==> src/rsc_defs.svh <==
/*
 * Constants of the reset source controller: register indices, bit
 * positions, reset values and timing counts.
 * Assumes it is included once per compile unit by its bare name.
 */
// Behaviour
// - monitor enable bit 7 switches monitor
// - monitor resets only when enabled and selected
// - status bit 6 shows monitor output
// - control bits 5:0 read zero, writes ignored
// - low reset pin forces reset
// - pin reset sets pin flag bit 0
// - clock detector resets on stuck clock
// - clock detector flag bit 2 shows cause
// - writing bit 2 enables or disables detector
// - writing bit 5 enables comparator reset
// - low comparator output causes reset when enabled
// - comparator flag shows comparator caused reset
// - only power resets drive the pin
// - watchdog enabled at mclk over 12
// - missed watchdog update resets, sets flag
// - illegal flash access causes reset
// - flash write with monitor off is error
// - flash error sets flag bit 6
// - writing bit 4 forces reset, flag reads 1
// - power or monitor reset sets flag bit 1
// - monitor enabled at power-on, kept otherwise
// - watchdog flag bit 3 shows watchdog cause
`ifndef RSC_DEFS_SVH
`define RSC_DEFS_SVH

// register indices; byte address is four times the index
`define RSC_IDX_SMC 8'hFF
`define RSC_IDX_RSR 8'hEF
`define RSC_IDX_WDC 8'hF0

// supply_monitor_control fields
`define RSC_SMC_EN 7
`define RSC_SMC_STAT 6

// reset_source_register fields
`define RSC_RSR_PIN 0
`define RSC_RSR_PWR 1
`define RSC_RSR_CLKDET 2
`define RSC_RSR_WATCHDOG 3
`define RSC_RSR_SW 4
`define RSC_RSR_CMP 5
`define RSC_RSR_FERR 6

// watchdog_control fields
`define RSC_WDC_EN 0
`define RSC_WDC_KICK 1

// reset values
`define RSC_RSR_POR 7'h02
`define RSC_MON_EN_POR 1'b1
`define RSC_WATCHDOG_EN_RST 1'b1

// timing
`define RSC_CLK_MHZ 250
`define RSC_HOLD_CYCLES 8'h10
`define RSC_WATCHDOG_DIV 4'hC
`define RSC_CLKDET_TIMEOUT_NS 1000
`define RSC_CLKDET_CYCLES ((`RSC_CLKDET_TIMEOUT_NS * `RSC_CLK_MHZ + 999) / 1000)

`endif

==> src/rsc_pkg.sv <==
/*
 * Types of the reset source controller: state enum, flash request
 * carrier and the register state of the controller.
 * Assumes nothing of its surroundings.
 */
package rsc_pkg;

  typedef enum logic [1:0] {
    RSC_ST_RUN  = 2'b01,
    RSC_ST_HOLD = 2'b10
  } rsc_state_t;

  typedef enum logic [1:0] {
    RSC_FOP_FETCH = 2'h0,
    RSC_FOP_TABLE = 2'h1,
    RSC_FOP_WRITE = 2'h2,
    RSC_FOP_ERASE = 2'h3
  } rsc_flash_op_t;

  typedef struct packed {
    logic valid;
    rsc_flash_op_t op;
    logic [15:0] addr;
    logic blocked;
  } rsc_flash_req_t;

  typedef struct packed {
    rsc_state_t st;
    logic [7:0] hold_cnt;
    logic [6:0] flags;
    logic mon_en;
    logic mon_sel;
    logic clkdet_en;
    logic cmp_en;
    logic watchdog_en;
    logic [3:0] pre;
    logic [15:0] watchdog_cnt;
    logic [11:0] clkdet_cnt;
    logic clk_prev;
    logic sys_rst_n;
    logic pin_o;
    logic pin_oe;
    logic avs_wait;
    logic [31:0] avs_rdata;
  } rsc_regs_t;

endpackage

==> src/rsc_reset_source_controller.sv <==
/*
 * Reset source controller: gathers the reset causes, holds the system
 * reset, records the last cause and serves its registers on Avalon-MM.
 * Assumes all inputs synchronous to i_mclk; i_rst_n is the power-on reset.
 */
`timescale 1ns/1ns
`include "rsc_defs.svh"

module rsc_reset_source_controller #(
  parameter logic [15:0] WATCHDOG_LIMIT = 16'hFFFF,
  parameter logic [15:0] USER_LIMIT = 16'h7FFF
) (
  input wire logic i_mclk,                        // 250 MHz clock
  input wire logic i_rst_n,                       // power-on reset
  input wire logic [7:0] i_avs_address,           // word index
  input wire logic i_avs_read,                    // read request
  input wire logic i_avs_write,                   // write request
  input wire logic [31:0] i_avs_writedata,        // write data
  output logic [31:0] o_avs_readdata,             // read data
  output logic o_avs_waitrequest,                 // stall
  input wire logic i_rst_pin_n,                   // reset pin level
  output logic o_rst_pin_o,                       // reset pin drive value
  output logic o_rst_pin_oe,                      // reset pin drive enable
  input wire logic i_supply_ok,                   // monitor output, above threshold
  output logic o_supply_monitor_en,               // monitor circuit on
  input wire logic i_cmp_out,                     // comparator output
  input wire logic i_system_clock,                // monitored system clock
  input wire rsc_pkg::rsc_flash_req_t i_flash_req, // flash access
  output logic o_sys_rst_n                        // system reset
);

  rsc_pkg::rsc_regs_t q;
  rsc_pkg::rsc_regs_t d;

  logic bus_req;
  logic do_write;
  logic wr_smc;
  logic wr_rsr;
  logic wr_wdc;
  logic watchdog_tick;
  logic kick;
  logic c_pin;
  logic c_pwr;
  logic c_clkdet;
  logic c_cmp;
  logic c_watchdog;
  logic c_ferr;
  logic c_sw;
  logic flash_bad;
  logic [6:0] cause;
  logic [31:0] rd;
  logic extend;

  assign o_avs_readdata = q.avs_rdata;
  assign o_avs_waitrequest = q.avs_wait;
  assign o_rst_pin_o = q.pin_o;
  assign o_rst_pin_oe = q.pin_oe;
  assign o_supply_monitor_en = q.mon_en;
  assign o_sys_rst_n = q.sys_rst_n;

  ////////////////////////////////////////////////////////////////////////
  // bus decode

  always_comb begin
    bus_req = i_avs_read | i_avs_write;
    // write lands at the edge where the master sees waitrequest low
    do_write = i_avs_write & ~q.avs_wait;
    wr_smc = do_write & (i_avs_address == `RSC_IDX_SMC);
    wr_rsr = do_write & (i_avs_address == `RSC_IDX_RSR);
    wr_wdc = do_write & (i_avs_address == `RSC_IDX_WDC);
    rd = 32'h0000_0000;
    unique case (i_avs_address)
      `RSC_IDX_SMC: begin
        rd[`RSC_SMC_EN] = q.mon_en;
        rd[`RSC_SMC_STAT] = i_supply_ok;
      end
      `RSC_IDX_RSR: begin
        rd[6:0] = q.flags;
      end
      `RSC_IDX_WDC: begin
        rd[`RSC_WDC_EN] = q.watchdog_en;
      end
      default: begin
        rd = 32'h0000_0000;
      end
    endcase
  end

  ////////////////////////////////////////////////////////////////////////
  // reset causes

  always_comb begin
    watchdog_tick = (q.pre == `RSC_WATCHDOG_DIV - 4'h1);
    kick = wr_wdc & i_avs_writedata[`RSC_WDC_KICK];
    c_pin = ~i_rst_pin_n;
    c_pwr = q.mon_en & q.mon_sel & ~i_supply_ok;
    // counts mclk cycles with no system clock edge
    c_clkdet = q.clkdet_en & (i_system_clock == q.clk_prev)
      & (q.clkdet_cnt == 12'(`RSC_CLKDET_CYCLES));
    c_cmp = q.cmp_en & ~i_cmp_out;
    c_watchdog = q.watchdog_en & watchdog_tick & ~kick
      & (q.watchdog_cnt == WATCHDOG_LIMIT);
    flash_bad = (i_flash_req.addr > USER_LIMIT) | i_flash_req.blocked;
    if ((i_flash_req.op == rsc_pkg::RSC_FOP_WRITE) || (i_flash_req.op == rsc_pkg::RSC_FOP_ERASE)) begin
      flash_bad = flash_bad | ~q.mon_en;
    end
    c_ferr = i_flash_req.valid & flash_bad;
    c_sw = wr_rsr & i_avs_writedata[`RSC_RSR_SW];
    // one flag per reset, power first since it outranks the rest
    cause = 7'h00;
    if (c_pwr) begin
      cause[`RSC_RSR_PWR] = 1'b1;
    end else if (c_pin) begin
      cause[`RSC_RSR_PIN] = 1'b1;
    end else if (c_clkdet) begin
      cause[`RSC_RSR_CLKDET] = 1'b1;
    end else if (c_cmp) begin
      cause[`RSC_RSR_CMP] = 1'b1;
    end else if (c_watchdog) begin
      cause[`RSC_RSR_WATCHDOG] = 1'b1;
    end else if (c_ferr) begin
      cause[`RSC_RSR_FERR] = 1'b1;
    end else if (c_sw) begin
      cause[`RSC_RSR_SW] = 1'b1;
    end
    // pin and supply keep the reset asserted while they stay active, if their own flag shows they caused it
    extend = (q.flags[`RSC_RSR_PIN] & c_pin) | (q.flags[`RSC_RSR_PWR] & ~i_supply_ok);
  end

  ////////////////////////////////////////////////////////////////////////
  // next state

  always_comb begin
    d = q;
    // bus slave: one wait cycle, then one cycle of answer
    if (bus_req && q.avs_wait) begin
      d.avs_wait = 1'b0;
      d.avs_rdata = rd;
    end else begin
      d.avs_wait = 1'b1;
    end
    d.clk_prev = i_system_clock;
    if (i_system_clock != q.clk_prev) begin
      d.clkdet_cnt = 12'h000;
    end else if (q.clkdet_cnt != 12'(`RSC_CLKDET_CYCLES)) begin
      d.clkdet_cnt = q.clkdet_cnt + 12'h001;
    end
    d.pre = watchdog_tick ? 4'h0 : q.pre + 4'h1;
    if (kick) begin
      d.watchdog_cnt = 16'h0000;
    end else if (q.watchdog_en && watchdog_tick && q.watchdog_cnt != WATCHDOG_LIMIT) begin
      d.watchdog_cnt = q.watchdog_cnt + 16'h0001;
    end
    if (wr_smc) begin
      d.mon_en = i_avs_writedata[`RSC_SMC_EN];
    end
    if (wr_rsr) begin
      d.mon_sel = i_avs_writedata[`RSC_RSR_PWR];
      d.clkdet_en = i_avs_writedata[`RSC_RSR_CLKDET];
      d.cmp_en = i_avs_writedata[`RSC_RSR_CMP];
    end
    if (wr_wdc) begin
      d.watchdog_en = i_avs_writedata[`RSC_WDC_EN];
    end
    unique case (q.st)
      rsc_pkg::RSC_ST_RUN: begin
        if (cause != 7'h00) begin
          d.st = rsc_pkg::RSC_ST_HOLD;
          d.flags = cause;
          d.sys_rst_n = 1'b0;
          d.hold_cnt = 8'h00;
          // only a supply reset drives the pin low
          d.pin_oe = cause[`RSC_RSR_PWR];
          d.mon_sel = 1'b0;
          d.clkdet_en = 1'b0;
          d.cmp_en = 1'b0;
          d.watchdog_en = `RSC_WATCHDOG_EN_RST;
          d.watchdog_cnt = 16'h0000;
          d.pre = 4'h0;
          d.mon_en = q.mon_en;
        end
      end
      rsc_pkg::RSC_ST_HOLD: begin
        d.mon_sel = 1'b0;
        d.clkdet_en = 1'b0;
        d.cmp_en = 1'b0;
        d.watchdog_en = `RSC_WATCHDOG_EN_RST;
        d.watchdog_cnt = 16'h0000;
        if (extend) begin
          d.hold_cnt = 8'h00;
        end else if (q.hold_cnt == `RSC_HOLD_CYCLES - 8'h01) begin
          d.st = rsc_pkg::RSC_ST_RUN;
          d.sys_rst_n = 1'b1;
          d.pin_oe = 1'b0;
        end else begin
          d.hold_cnt = q.hold_cnt + 8'h01;
        end
      end
    endcase
  end

  ////////////////////////////////////////////////////////////////////////
  // registers; power-on starts in hold with the power flag set

  always_ff @(posedge i_mclk or negedge i_rst_n) begin
    if (!i_rst_n) begin
      q <= '0;
      q.st <= rsc_pkg::RSC_ST_HOLD;
      q.flags <= `RSC_RSR_POR;
      q.mon_en <= `RSC_MON_EN_POR;
      q.watchdog_en <= `RSC_WATCHDOG_EN_RST;
      q.pin_oe <= 1'b1;
      q.avs_wait <= 1'b1;
    end else begin
      q <= d;
    end
  end

endmodule

==> config.mk <==
export PLATFORM = sky130hd
export DESIGN_NAME = rsc_reset_source_controller
export DESIGN_NICKNAME = d
export VERILOG_FILES = /design/src/rsc_pkg.sv /design/src/rsc_reset_source_controller.sv
export VERILOG_INCLUDE_DIRS = /design/src
export SDC_FILE = /design/constraint.sdc
export NUM_CORES = 1
export LEC_CHECK = 0
export BUFFER_PORTS_ARGS = -buffer_cell sky130_fd_sc_hd__buf_2
export CAP_MARGIN = 20
export CORE_MARGIN = 2
export CORE_UTILIZATION = 47
export DETAILED_ROUTE_END_ITERATION = 10
export PLACE_DENSITY = 0.86
export SYNTH_ARGS = -nofsm -noshare
export SYNTH_HDL_FRONTEND = slang
export SYNTH_SLANG_ARGS = --single-unit
==> constraint.sdc <==
create_clock -name i_mclk -period 2.2 [get_ports i_mclk]
set_input_delay 0.11 -clock i_mclk [delete_from_list [all_inputs] [get_ports i_mclk]]
set_output_delay 0.11 -clock i_mclk [all_outputs]
set_load 0.02 [all_outputs]
==> flow_summary.json <==
{
  "overflow": 0,
  "dr.pass1.iters": 7,
  "viasPerCell": 5.65,
  "grt_pass1_wl_um": 14900,
  "max_slew_margin_pct": 31.3,
  "synthToLayoutAreaGrowth_pct": 31.0,
  "finalHoldViolCount": 0,
  "ys_seq_elements": 65,
  "rsz0062_at_grt": "yes",
  "hold_ws_ns": 0.0379,
  "place_area_um2": 4260,
  "nNetsFinal": 569,
  "layout-drive-gt1-share_pct": 34.9,
  "syn_area_um2": 3620,
  "period_needed_ns": 2.30,
  "worst_clock_skew_ns": 0.00763,
  "required_ns": 2.46,
  "period_share_pct": 104,
  "fillers": 582,
  "first_iter_violations": 427,
  "port_buffers": 37,
  "crit_start": "o_supply_monitor_en",
  "synthFlopType": "dfrtp_1",
  "synth_cell_types": 61,
  "insertion_delay_ns": 0.36,
  "ctsRootBufferMaster": "clkbuf_8",
  "drv_cap": 0,
  "grt_pass1_vias": 3210,
  "fmax_mhz": 436,
  "arrival_ns": 2.56,
  "die_h_um": 91.8,
  "r2r_start": "o_supply_monitor_en",
  "netlist_instances": 391,
  "async_reset_ff_share_pct": 100,
  "setup_viol": 16,
  "start_kind": "flop",
  "cellPowerDensity_nw_per_um2": 723,
  "multi_input_area_um2": 1950,
  "rows": 32,
  "p_leak_uw": 0.00211,
  "cts_buffers": 9,
  "seq_area_um2": 1630,
  "cp-end-kind": "flop",
  "path_max_fanout": 6,
  "final_common_cell": "buf_4",
  "syn_avg_cell_area_um2": 9.27,
  "ant_nets": 0,
  "drc": 0,
  "outcome": "finished with violations",
  "grt_max_degree": 31,
  "ys_seq_area_share_pct": 45.1,
  "min-delay-start": "i_avs_writedata[2]",
  "dieArea_um2": 8430,
  "clock_path_buffers": 2,
  "wirelength_um": 9710,
  "hold_class": "primary input to flop",
  "dpl.hpwl_um": 6210,
  "critical_path_class": "flop to flop",
  "start_util_pct": 47.6,
  "cts.sinks": 65,
  "io_pins": 105,
  "postLayoutCoreUtil_pct": 62.4,
  "clk_pin_slew_ns": 0.07,
  "num_vias": 3408,
  "antenna_found_initial": 0,
  "cts_max_level": 3,
  "avgRoutedWirePerCell_um": 16.1,
  "violations": "negative setup slack",
  "worst_slew_pin_slew_ns": 1.02,
  "grt_usage_pct": 22.4,
  "fin_area_um2": 4750,
  "antenna_cells": 0,
  "gp_congestion": 0.909,
  "cts_tree": "yes",
  "core_area_um2": 7610,
  "final_cell_mix": "buf_4, dfrtp_1, nand2_1, buf_2, nor2_1",
  "dieWidth_um": 91.8,
  "vdd_ir_drop_max_v": 0.000584,
  "slew_violations": 0,
  "setup_ws_ns": -0.0957,
  "synth_edf_count": 0,
  "yosysWarnings": 0
}
-- kinds of logic (layout without fill, tap and decap cells) --
group / Yosys count / after routing / synth area share, %
other cells: 1 / 25 / 0.103
xor+xnor: 12 / 12 / 2.90
buf+inv: 53 / 139 / 9.32
mux: 7 / 7 / 2.11
simple gates: 168 / 168 / 25.3
flops: 65 / 65 / 45.1
compound gates: 80 / 80 / 13.5
fa+ha+maj: 5 / 5 / 1.73
-- worst max-delay path, cell delays in order, from the launching register on --
cell     delay, ns
dfstp_2       0.57
nor2b_2       0.05
o31ai_2       0.23
buf_4         0.18
nand4_4       0.20
buf_4         0.21
buf_4         0.13
nor4_1        0.41
o21ai_1       0.13
o31ai_1       0.08
-- what timing repair did --
action	CTS	global route
hold buffers	4	0
cloned	0	0
setup endpoints to repair	28	29
endpoints found under the hold margin	25	0
buffers inserted	3	2
pin swaps	2	10
gates resized for setup	21	35
-- path summary, 6_finish.rpt --
kind                            depth (start not counted)                end  slack (ns)
worst min-delay path                                    3              q[71]        0.04
worst max register to register                          9              q[63]        -0.1
min in group asynchronous                               2  o_avs_readdata[4]        0.31
worst max-delay path                                    9              q[63]        -0.1
worst min register to register                          2  o_avs_readdata[3]        0.48
max in group asynchronous                               3              q[90]        1.24
-- per-stage QoR --
step	total power (uW)	setup WS, ns	TNS (ns)	instances
CTS	3370	-0.0211	-0.0598	601
global placement	2260	-0.147	-1.85	578
global route	3630	-0.156	-1.90	603
finish	3430	-0.0957	-0.647	603
floorplan	2010	-0.00732	-0.0146	415
detailed placement	2310	-0.234	-3.16	578
-- synth_stat cells (all sizes together) (5+ instances only) --
cell	instances	area (um^2)
nand3b	5	37.5
nand2b	5	31.3
or4	5	45.0
inv	12	45.0
nand3	18	90.1
a21oi	14	70.1
xor2	8	70.1
nor3	13	75.1
nor2	29	109
nor2b	6	37.5
dfstp	6	158
and3	6	40.0
dfrtp	59	1480
ha	5	62.6
o21ai	31	155
nand4	12	90.1
nand2	45	169
mux2	5	56.3
buf	39	285
a31oi	11	68.8
-- where the power goes --
part,switching [uW],leakage (uW),internal [uW]
Clock,471,0.0000953,550
Combinational,527,0.00116,423
Sequential,118,0.000860,1340
Total,1120,0.00211,2320
-- sequential cells by signal, indices dropped and copies added, names as in the netlist --
signal               cells
q                       54
o_avs_readdata           8
o_avs_waitrequest        1
o_rst_pin_oe             1
o_supply_monitor_en      1
-- final cells by class --
| type | instances | area share, % |
|---|---|---|
| clock buffer | 11 | 2.98 |
| clock inverter | 5 | 1.16 |
| inverter | 12 | 0.949 |
| multi-input combinational | 297 | 41.2 |
| sequential | 65 | 34.4 |
| tap | 102 | 2.69 |
| timing repair buffer | 111 | 16.6 |
-- routing by layer --
layer | routed length (um) | track usage (%) | up-vias
li1 | - | - | 1562
met1 | 3870 | 28.4 | 1647
met2 | 4920 | 36.9 | 152
met3 | 579 | 4.93 | 47
met4 | 337 | 9.70 | 0
met5 | 0 | 0 | -
No activity file was read; power rests on OpenSTA's default activity.
